### config.mk
export PLATFORM = sky130hd
export DESIGN_NAME = afc_analog_cmd_sel
export DESIGN_NICKNAME = d
export VERILOG_FILES = /design/src/afc_pkg.sv /design/src/afc_filt_if.sv /design/src/afc_delay_filter.sv /design/src/afc_analog_cmd_sel.sv
export SDC_FILE = /design/constraint.sdc
export NUM_CORES = 2
export LEC_CHECK = 0
export ABC_AREA = 1
export BUFFER_PORTS_ARGS = -buffer_cell sky130_fd_sc_hd__buf_4
export CORE_MARGIN = 4
export CORE_UTILIZATION = 55
export CTS_BUF_LIST = sky130_fd_sc_hd__clkbuf_16
export DETAILED_ROUTE_END_ITERATION = 8
export GPL_TIMING_DRIVEN = 0
export PLACE_DENSITY = 0.78
export SETUP_SLACK_MARGIN = 0.05
export SYNTH_ARGS = -nofsm -noshare
export SYNTH_HDL_FRONTEND = slang
export SYNTH_SLANG_ARGS = --single-unit
### constraint.sdc
create_clock -name ref_clk -period 119.9 [get_ports ref_clk]
set_clock_uncertainty 0.05 [all_clocks]
set_input_delay 0 -clock ref_clk [delete_from_list [all_inputs] [get_ports ref_clk]]
set_output_delay 0 -clock ref_clk [all_outputs]
set_load 0.02 [all_outputs]
### src/afc_pkg.sv
// constants and register map for the analog frequency command selector
//
// Contract
// - terminal 2 voltage input, full scale 5 V (default) or 10 V
// - terminal 4 type: 0 gives 4-20 mA (default), 1 0-5 V, 2 0-10 V
// - terminal 4 commands only while its enable is on; terminal 2 then steps aside
// - terminal 4 enable comes from any input terminal assigned function code 4
// - range select 10 or 11 allows reversible operation; 0 and 1 do not
// - reversible 5 V with bias at half gain: below 2.5 V reverse, above forward
// - reversible terminal 4 by default: 0-4 mA reverse, 4-20 mA forward
// - thermistor level other than 9999 blocks terminal 2 as command source
// - full-scale terminal 2 voltage maps to the gain frequency
// - first-order delay filter, setting 0 to 8, default 1, about 5 ms to 1 s
// - changing the range select leaves acceleration and deceleration times alone
// - terminal 4 is a voltage input for type 1 or 2 with switch on voltage
// - gain frequency alone sets the frequency at full input, no input needed
// - terminal 2 gain frequency, default 60 Hz, range 0 to 400 Hz
// - terminal 2 bias frequency, default 0 Hz, at the bias-side input level
package afc_pkg;

  //////////////////////////////////////////////////////////////////////////////
  // register port
  localparam int ADDR_W = 8;
  localparam logic [7:0] OFS_CTRL = 8'h00;
  localparam logic [7:0] OFS_THERM = 8'h04;
  localparam logic [7:0] OFS_T2_GAIN_F = 8'h08;
  localparam logic [7:0] OFS_T2_BIAS_F = 8'h0c;
  localparam logic [7:0] OFS_T2_BIAS_P = 8'h10;
  localparam logic [7:0] OFS_T2_GAIN_P = 8'h14;
  localparam logic [7:0] OFS_T4_GAIN_F = 8'h18;
  localparam logic [7:0] OFS_T4_BIAS_F = 8'h1c;
  localparam logic [7:0] OFS_T4_BIAS_P = 8'h20;
  localparam logic [7:0] OFS_T4_GAIN_P = 8'h24;
  localparam logic [7:0] OFS_ASSIGN = 8'h28;
  localparam logic [7:0] OFS_STATUS = 8'h2c;

  // control register fields
  localparam int CTRL_RANGE_LSB = 0;
  localparam int CTRL_T4TYPE_LSB = 8;
  localparam int CTRL_FILT_LSB = 12;

  // status register fields
  localparam int STAT_REV_BIT = 16;
  localparam int STAT_T4EN_BIT = 17;
  localparam int STAT_INH_BIT = 18;
  localparam int STAT_MISM_BIT = 19;

  //////////////////////////////////////////////////////////////////////////////
  // setting codes and reset values (frequency in 0.01 Hz, percent in 0.1 %)
  localparam logic [7:0] RANGE_10V = 8'h00;
  localparam logic [7:0] RANGE_5V = 8'h01;
  localparam logic [7:0] RANGE_10V_REV = 8'h0a;
  localparam logic [7:0] RANGE_5V_REV = 8'h0b;
  localparam logic [1:0] T4_CURRENT = 2'h0;
  localparam logic [1:0] T4_5V = 2'h1;
  localparam logic [1:0] T4_10V = 2'h2;
  localparam logic [3:0] FILT_DEFAULT = 4'h1;
  localparam logic [3:0] FILT_MAX = 4'h8;
  localparam logic [15:0] THERM_OFF = 16'h270f;
  localparam logic [15:0] GAIN_F_DEFAULT = 16'h1770;
  localparam logic [15:0] BIAS_F_DEFAULT = 16'h0000;
  localparam logic [15:0] FREQ_MAX = 16'h9c40;
  localparam logic [11:0] T2_BIAS_P_DEFAULT = 12'h000;
  localparam logic [11:0] T4_BIAS_P_DEFAULT = 12'h0c8;
  localparam logic [11:0] GAIN_P_DEFAULT = 12'h3e8;
  localparam logic [3:0] FUNC_T4_ENABLE = 4'h4;
  localparam int N_TERMS = 5;
  localparam int ASSIGN_W = 4;
  localparam logic [19:0] ASSIGN_DEFAULT = 20'h43210;

  //////////////////////////////////////////////////////////////////////////////
  // sampling and scaling
  localparam int CODE_W = 12;
  localparam int PCT_FULL = 1000;
  localparam int FRAC_W = 8;
  localparam int CLK_PERIOD_PS = 5000;
  localparam longint SAMPLE_PERIOD_PS = 64'd2500000000;
  localparam int SAMPLE_CYCLES_DFLT = int'(SAMPLE_PERIOD_PS / CLK_PERIOD_PS);
  localparam int DIV_W = 19;

endpackage : afc_pkg

### src/afc_filt_if.sv
// carrier between the command selector and its delay filter
`timescale 1ns/1ps
`default_nettype none
interface afc_filt_if;
  import afc_pkg::*;
  logic tick;
  logic [CODE_W-1:0] x;
  logic [3:0] shift;
  logic [CODE_W-1:0] y;
  logic y_valid;
  modport sel (output tick, output x, output shift, input y, input y_valid);
  modport filt (input tick, input x, input shift, output y, output y_valid);
endinterface : afc_filt_if
`default_nettype wire

### src/afc_delay_filter.sv
// first-order recursive delay filter, one update per sample tick
`timescale 1ns/1ps
`default_nettype none
module afc_delay_filter
  import afc_pkg::*;
(
  // clock and reset
  input wire logic ref_clk,
  input wire logic rst,
  // filter carrier
  afc_filt_if.filt f
);

  typedef struct packed {
    logic signed [CODE_W+FRAC_W:0] acc;
    logic valid;
  } afc_filt_state_t;

  afc_filt_state_t s_r;
  afc_filt_state_t s_nxt;

  always_comb begin
    logic signed [CODE_W+FRAC_W:0] tgt;
    tgt = $signed({1'b0, f.x, {FRAC_W{1'b0}}});
    s_nxt = s_r;
    s_nxt.valid = 1'b0;
    if (rst) begin
      s_nxt = '0;
    end else if (f.tick) begin
      // fractional bits keep long time constants from stalling more than two counts short of target
      s_nxt.acc = s_r.acc + ((tgt - s_r.acc) >>> f.shift);
      s_nxt.valid = 1'b1;
    end
  end

  always_ff @(posedge ref_clk) begin
    s_r <= s_nxt;
  end

  assign f.y = s_r.acc[CODE_W+FRAC_W-1:FRAC_W];
  assign f.y_valid = s_r.valid;

endmodule : afc_delay_filter
`default_nettype wire

### src/afc_analog_cmd_sel.sv
// analog frequency command selector: range select, scaling, filter, interpolation
`timescale 1ns/1ps
`default_nettype none
module afc_analog_cmd_sel
  import afc_pkg::*;
#(
  parameter int SAMPLE_CYCLES = SAMPLE_CYCLES_DFLT
) (
  // clock and reset
  input wire logic ref_clk,
  input wire logic rst,
  // register port
  input wire logic [ADDR_W-1:0] reg_addr,
  input wire logic [31:0] reg_wdata,
  input wire logic reg_wr,
  input wire logic reg_rd,
  output logic [31:0] reg_rdata,
  // digitised analog inputs, 0 to full scale of the converter
  input wire logic [CODE_W-1:0] t2_code,
  input wire logic [CODE_W-1:0] t4_code,
  // general input terminals and the terminal 4 selector position
  input wire logic [N_TERMS-1:0] input_terms,
  input wire logic t4_switch_voltage,
  // frequency command
  output logic [15:0] freq_cmd,
  output logic freq_reverse,
  output logic freq_update,
  output logic terminal4_enable_signal,
  output logic t2_inhibited
);

  typedef struct packed {
    logic [7:0] analog_range_select;
    logic [1:0] t4_input_type_select;
    logic [3:0] input_filter_setting;
    logic [15:0] thermistor_level_setting;
    logic [15:0] t2_gain_frequency;
    logic [15:0] t2_bias_frequency;
    logic [11:0] t2_bias_percent;
    logic [11:0] t2_gain_percent;
    logic [15:0] t4_gain_frequency;
    logic [15:0] t4_bias_frequency;
    logic [11:0] t4_bias_percent;
    logic [11:0] t4_gain_percent;
    logic [N_TERMS*ASSIGN_W-1:0] input_function_assign;
    logic [DIV_W-1:0] div_cnt;
    logic [31:0] rdata;
    logic [15:0] freq;
    logic rev;
    logic upd;
    logic t4_en;
    logic t2_inh;
    logic mismatch;
    logic src_t4;
  } afc_state_t;

  afc_state_t s_r;
  afc_state_t s_nxt;

  afc_filt_if filt_bus ();

  afc_delay_filter u_filter (
    .ref_clk(ref_clk),
    .rst(rst),
    .f(filt_bus)
  );

  //////////////////////////////////////////////////////////////////////////////
  // converts a raw code to 0.1 % of the selected range; a half-range input
  // reads double, so a 5 V range reaches full scale at mid code
  function automatic logic [CODE_W-1:0] to_percent(input logic [CODE_W-1:0] code,
                                                    input logic half);
    logic [CODE_W:0] v;
    logic [CODE_W+10:0] p;
    v = half ? {code, 1'b0} : {1'b0, code};
    p = (CODE_W+11)'(v) * (CODE_W+11)'(PCT_FULL);
    return p[CODE_W+10:CODE_W] > (CODE_W+11-CODE_W)'(PCT_FULL * 2)
      ? CODE_W'(PCT_FULL * 2) : CODE_W'(p[CODE_W+10:CODE_W]);
  endfunction : to_percent

  //////////////////////////////////////////////////////////////////////////////
  // input selection
  logic [N_TERMS-1:0] term_hit;
  logic t4_en;
  logic use_half;
  logic reversible;
  logic t2_block;
  logic tick;

  // each terminal is matched alone, so any one carrying the code enables terminal 4
  for (genvar i = 0; i < N_TERMS; i++) begin : g_term
    assign term_hit[i] = input_terms[i] &&
        s_r.input_function_assign[i*ASSIGN_W +: ASSIGN_W] == FUNC_T4_ENABLE;
  end
  assign t4_en = |term_hit;

  // range select only steers scaling and reversibility; ramp times live elsewhere and stay put
  assign reversible = s_r.analog_range_select == RANGE_10V_REV ||
                      s_r.analog_range_select == RANGE_5V_REV;
  assign use_half = t4_en ? (s_r.t4_input_type_select == T4_5V)
                          : s_r.analog_range_select[0];
  assign t2_block = !t4_en && s_r.thermistor_level_setting != THERM_OFF;
  assign tick = s_r.div_cnt == DIV_W'(SAMPLE_CYCLES - 1);

  assign filt_bus.tick = tick;
  assign filt_bus.x = to_percent(t4_en ? t4_code : t2_code, use_half);
  assign filt_bus.shift = (s_r.input_filter_setting > FILT_MAX ? FILT_MAX
                           : s_r.input_filter_setting) + 4'h1;

  //////////////////////////////////////////////////////////////////////////////
  // next state
  always_comb begin
    logic signed [31:0] dx;
    logic signed [31:0] df;
    logic signed [31:0] den;
    logic signed [31:0] fr;
    logic [15:0] bf;
    logic [15:0] gf;
    logic [11:0] bp;
    logic [11:0] gp;
    dx = '0;
    df = '0;
    den = '0;
    fr = '0;
    bf = s_r.src_t4 ? s_r.t4_bias_frequency : s_r.t2_bias_frequency;
    gf = s_r.src_t4 ? s_r.t4_gain_frequency : s_r.t2_gain_frequency;
    bp = s_r.src_t4 ? s_r.t4_bias_percent : s_r.t2_bias_percent;
    gp = s_r.src_t4 ? s_r.t4_gain_percent : s_r.t2_gain_percent;
    s_nxt = s_r;
    s_nxt.upd = 1'b0;
    s_nxt.t4_en = t4_en;
    s_nxt.t2_inh = t2_block;
    s_nxt.mismatch = (s_r.t4_input_type_select != T4_CURRENT) != t4_switch_voltage;
    s_nxt.div_cnt = tick ? '0 : s_r.div_cnt + DIV_W'(1);
    if (tick) begin
      s_nxt.src_t4 = t4_en;
    end

    // interpolation on the filtered sample
    if (filt_bus.y_valid) begin
      dx = $signed({20'h0, filt_bus.y}) - $signed({20'h0, bp});
      df = $signed({16'h0, gf}) - $signed({16'h0, bf});
      den = $signed({20'h0, gp}) - $signed({20'h0, bp});
      fr = $signed({16'h0, bf}) + ((den == 0) ? 32'sh0 : (dx * df) / den);
      if (!reversible && dx < 0) begin
        fr = $signed({16'h0, bf});
      end
      s_nxt.upd = 1'b1;
      s_nxt.rev = 1'b0;
      if (s_r.t2_inh) begin
        fr = '0;
      end else if (fr < 0) begin
        // below the bias point only a reversible range turns the motor back
        s_nxt.rev = reversible;
        fr = reversible ? -fr : 32'sh0;
      end
      s_nxt.freq = fr > $signed({16'h0, FREQ_MAX}) ? FREQ_MAX : fr[15:0];
    end

    // register writes
    if (reg_wr) begin
      unique case (reg_addr)
        OFS_CTRL: begin
          s_nxt.analog_range_select = reg_wdata[CTRL_RANGE_LSB +: 8];
          s_nxt.t4_input_type_select = reg_wdata[CTRL_T4TYPE_LSB +: 2];
          s_nxt.input_filter_setting = reg_wdata[CTRL_FILT_LSB +: 4];
        end
        OFS_THERM: s_nxt.thermistor_level_setting = reg_wdata[15:0];
        OFS_T2_GAIN_F: s_nxt.t2_gain_frequency = reg_wdata[15:0];
        OFS_T2_BIAS_F: s_nxt.t2_bias_frequency = reg_wdata[15:0];
        OFS_T2_BIAS_P: s_nxt.t2_bias_percent = reg_wdata[11:0];
        OFS_T2_GAIN_P: s_nxt.t2_gain_percent = reg_wdata[11:0];
        OFS_T4_GAIN_F: s_nxt.t4_gain_frequency = reg_wdata[15:0];
        OFS_T4_BIAS_F: s_nxt.t4_bias_frequency = reg_wdata[15:0];
        OFS_T4_BIAS_P: s_nxt.t4_bias_percent = reg_wdata[11:0];
        OFS_T4_GAIN_P: s_nxt.t4_gain_percent = reg_wdata[11:0];
        OFS_ASSIGN: s_nxt.input_function_assign = reg_wdata[N_TERMS*ASSIGN_W-1:0];
        default: ;
      endcase
    end

    // register reads, answered in the following cycle
    s_nxt.rdata = '0;
    if (reg_rd) begin
      unique case (reg_addr)
        OFS_CTRL: begin
          s_nxt.rdata[CTRL_RANGE_LSB +: 8] = s_r.analog_range_select;
          s_nxt.rdata[CTRL_T4TYPE_LSB +: 2] = s_r.t4_input_type_select;
          s_nxt.rdata[CTRL_FILT_LSB +: 4] = s_r.input_filter_setting;
        end
        OFS_THERM: s_nxt.rdata[15:0] = s_r.thermistor_level_setting;
        OFS_T2_GAIN_F: s_nxt.rdata[15:0] = s_r.t2_gain_frequency;
        OFS_T2_BIAS_F: s_nxt.rdata[15:0] = s_r.t2_bias_frequency;
        OFS_T2_BIAS_P: s_nxt.rdata[11:0] = s_r.t2_bias_percent;
        OFS_T2_GAIN_P: s_nxt.rdata[11:0] = s_r.t2_gain_percent;
        OFS_T4_GAIN_F: s_nxt.rdata[15:0] = s_r.t4_gain_frequency;
        OFS_T4_BIAS_F: s_nxt.rdata[15:0] = s_r.t4_bias_frequency;
        OFS_T4_BIAS_P: s_nxt.rdata[11:0] = s_r.t4_bias_percent;
        OFS_T4_GAIN_P: s_nxt.rdata[11:0] = s_r.t4_gain_percent;
        OFS_ASSIGN: s_nxt.rdata[N_TERMS*ASSIGN_W-1:0] = s_r.input_function_assign;
        OFS_STATUS: begin
          s_nxt.rdata[15:0] = s_r.freq;
          s_nxt.rdata[STAT_REV_BIT] = s_r.rev;
          s_nxt.rdata[STAT_T4EN_BIT] = s_r.t4_en;
          s_nxt.rdata[STAT_INH_BIT] = s_r.t2_inh;
          // a selector that disagrees with the type setting is only reported
          s_nxt.rdata[STAT_MISM_BIT] = s_r.mismatch;
        end
        default: ;
      endcase
    end

    if (rst) begin
      s_nxt = '0;
      s_nxt.analog_range_select = RANGE_5V;
      s_nxt.t4_input_type_select = T4_CURRENT;
      s_nxt.input_filter_setting = FILT_DEFAULT;
      s_nxt.thermistor_level_setting = THERM_OFF;
      s_nxt.t2_gain_frequency = GAIN_F_DEFAULT;
      s_nxt.t2_bias_frequency = BIAS_F_DEFAULT;
      s_nxt.t2_bias_percent = T2_BIAS_P_DEFAULT;
      s_nxt.t2_gain_percent = GAIN_P_DEFAULT;
      s_nxt.t4_gain_frequency = GAIN_F_DEFAULT;
      s_nxt.t4_bias_frequency = BIAS_F_DEFAULT;
      s_nxt.t4_bias_percent = T4_BIAS_P_DEFAULT;
      s_nxt.t4_gain_percent = GAIN_P_DEFAULT;
      s_nxt.input_function_assign = ASSIGN_DEFAULT;
    end
  end

  always_ff @(posedge ref_clk) begin
    s_r <= s_nxt;
  end

  //////////////////////////////////////////////////////////////////////////////
  // outputs
  assign reg_rdata = s_r.rdata;
  assign freq_cmd = s_r.freq;
  assign freq_reverse = s_r.rev;
  assign freq_update = s_r.upd;
  assign terminal4_enable_signal = s_r.t4_en;
  assign t2_inhibited = s_r.t2_inh;

endmodule : afc_analog_cmd_sel
`default_nettype wire

==> flow_metrics.py <==
metrics = {
    "status": {
        "status": "completed",
    },
    "layout": {
        "nNetsFinal": 10336,
        "multi_input_area_sq_um": 44700,
        "final_cell_mix": "nand2_1, inv_1, ha_1",
        "layout_commonest_cell": "nand2_1",
        "n_fill_cell": 9845,
        "fin_cells": 10647,
        "drive_gt1_share_pct": 5.49,
        "design_area_sq_um": 60200,
        "seq_area_sq_um": 4900,
        "syn2layout_area_growth_pct": 7.93,
        "fin_util_pct": 60.0,
    },
    "clock_tree": {
        "clockBufferDepth": 3,
        "root_buffer": "clkbuf_16",
        "clk_pin_slew_ns": 0.06,
        "cts_sinks": 245,
        "clock_latency_ns": 0.59,
        "cts_made_buffers": 28,
        "cts_resized": 0,
        "cts_tree": "yes",
        "cts_setup_buffers": 0,
        "cts_hold_buf": 22,
        "htreeDepth": 1,
    },
    "die": {
        "coreArea_sq_um": 100000,
        "dieArea_sq_um": 107000,
        "std_cell_rows": 116,
        "pin_count": 126,
        "die_y_um": 326,
        "start_util_pct": 55.6,
        "die_width_um": 326,
    },
    "detailed_routing": {
        "drt_first_pass_iters": 7,
        "drtAntennaViolNets": 0,
        "vias_per_cell": 5.57,
        "wl_um": 175000,
        "route.detailed.drc": 0,
        "drtIter0Drc": 5313,
        "num_vias": 59308,
        "wl_per_cell_um": 16.5,
    },
    "global_routing": {
        "grt_pass1_vias": 55747,
        "grt_pass1_wl_um": 280000,
        "track_usage_pct": 31.6,
        "grt_antenna_before_repair": 4,
        "grt_max_degree": 35,
        "grt-ovfl-total": 0,
    },
    "synthesis": {
        "synth_cell_type_count": 82,
        "synthXorXnorAreaFrac_pct": 7.13,
        "ys_seq_area_share_pct": 8.80,
        "synth_top_area_share_pct": 16.6,
        "synth-adder-area-share_pct": 25.8,
        "yosys_warnings": 0,
        "ys_seq_elements": 245,
        "yosys-top-cells-area": "ha_1, nand2_1, inv_1",
        "synth_compound_area_share_pct": 17.9,
        "synth-simple-area-share_pct": 27.5,
        "synth_top_family_by_area": "simple AND/OR/NAND/NOR gates",
        "netlist_instances": 8911,
        "netlist.top_cell.by_area": "ha_1",
        "synth_ff_type": "dfxtp_1",
        "synthArstFlopShare_pct": 0,
        "synth-edff-count": 0,
        "netlist_area_sq_um": 55700,
        "avgSynthCellArea_sq_um": 6.26,
        "muxShareOfSynthArea_pct": 0.395,
    },
    "timing": {
        "hold_viol": 0,
        "slew_headroom_pct": 3.87,
        "worst_pin_slew_ns": 1.44,
        "rsz0062_at_grt": "false",
        "slew_violations": 0,
        "fmax_mhz": 9.90,
        "setup_tns_ns": 0,
        "period_needed_ns": 101.05,
        "setup_viol": 0,
        "min_period_over_period_pct": 84.3,
    },
    "place": {
        "post-dp-hpwl_um": 144000,
        "io_buffers": 98,
        "dp.cells": 10570,
        "gp_congestion": 1.03,
        "post_dp_cell_area_sq_um": 59000,
    },
    "hold_path": {
        "hold_path.startpoint": "reg_wdata[10]",
        "hp-class": "input pin to flip-flop",
    },
    "job": {
        "maxCapViolCount": 0,
    },
    "critical_path": {
        "cpMostUsedCell": "nand2_1",
        "critPathMaxFanout": 10,
        "max_stage_delay_ns": 0.85,
        "critPathSlowestCell": "a21oi_1",
        "crit_buf_inv": 111,
        "worstSetupStartpointType": "flip-flop",
        "critPathTopFamily": "compound AO/OA/AOI/OAI gates",
        "rrSetupSlack_ns": 18.85,
        "cp-startpoint": "s_r[0]",
        "r2r_start": "s_r[0]",
        "worstPathArrival_ns": 101.47,
        "path_class": "flip-flop to flip-flop",
        "cp.required_ns": 120.32,
        "endpoint_kind": "flip-flop",
    },
}
[tightest hold or removal path: stages]
cell and delay [ns]:
buf_1 0.37, nor2_1 0.20, nor2_1 0.05
[Yosys cell counts, types with 16 or more instances]
master and number:
a211oi_1 16, a21boi_0 16, a21o_1 53, a21oi_1 652, a21oi_2 24, a221oi_1 44, a31oi_1 21, buf_2 24
buf_4 50, clkbuf_1 174, clkinv_1 21, dfxtp_1 245, fa_1 254, ha_1 741, inv_1 1472, inv_2 31
mux2i_1 22, nand2_1 2186, nand2_2 32, nand3_1 355, nand3b_1 20, nand4_1 81, nor2_1 677, nor2_2 23
nor3_1 94, nor4_1 19, o211ai_1 35, o21ai_0 656, o21ai_1 46, o21bai_1 56, o22ai_1 24, o31ai_1 16
or2_2 108, xnor2_1 164, xor2_1 288
[cell families after synthesis]
group                    count (synthesis)
other                                    2
AND/OR/NAND/NOR                       3655
adder cells (fa/ha/maj)                995
XOR/XNOR                               453
multiplexers                            22
AO/OA/AOI/OAI                         1750
flip-flops                             245
buffers and inverters                 1789
[worst paths after layout]
kind                       end  cells past startpoint
hold / removal        s_r[183]                      3
setup / recovery  freq_cmd[10]                    575
setup reg to reg  freq_cmd[10]                    575
hold reg to reg        s_r[54]                      1
[state kept, by name, indices dropped and copies added (netlist names)]
| register | flops |
|---|---|
| s_r | 183 |
| reg_rdata | 20 |
| freq_cmd | 16 |
| u_filter.f.y | 12 |
| u_filter.s_r | 9 |
| freq_reverse | 1 |
| freq_update | 1 |
| t2_inhibited | 1 |
| terminal4_enable_signal | 1 |
| u_filter.f.y_valid | 1 |
[routing by layer]
| metal | global-route usage (%) | vias up | wire length (um) |
|---|---|---|---|
| met4 | 12.9 | 4 | 8380 |
| met1 | 40.7 | 27305 | 72800 |
| met3 | 3.71 | 489 | 13800 |
| met5 | 0 | - | 22 |
| li1 | - | 29247 | - |
| met2 | 54.0 | 2263 | 80400 |
[through the flow]
stage	setup slack [ns]	hold WS (ns)
2_1_floorplan	41.93	0.0763
3_3_place_gp	22.47	0.171
3_5_place_dp	20.69	0.168
4_1_cts	20.33	0.0196
5_1_grt	10.08	0.0334
6_report	18.85	0.0408
[cell type report]
cell class / instances / share of cell area (%)
multi-input cells: 7079 / 74.2
inverters: 1525 / 9.52
flip-flops and latches: 245 / 8.15
well taps: 1357 / 2.82
plain buffers: 264 / 2.06
repair buffers: 124 / 1.74
clock buffers: 28 / 1.16
clock inverters: 22 / 0.297
diodes: 3 / 0.0125
Power is left out: the tool's default activity adds up to more than one toggle a clock period on the data nets, which glitch-free logic cannot reach.
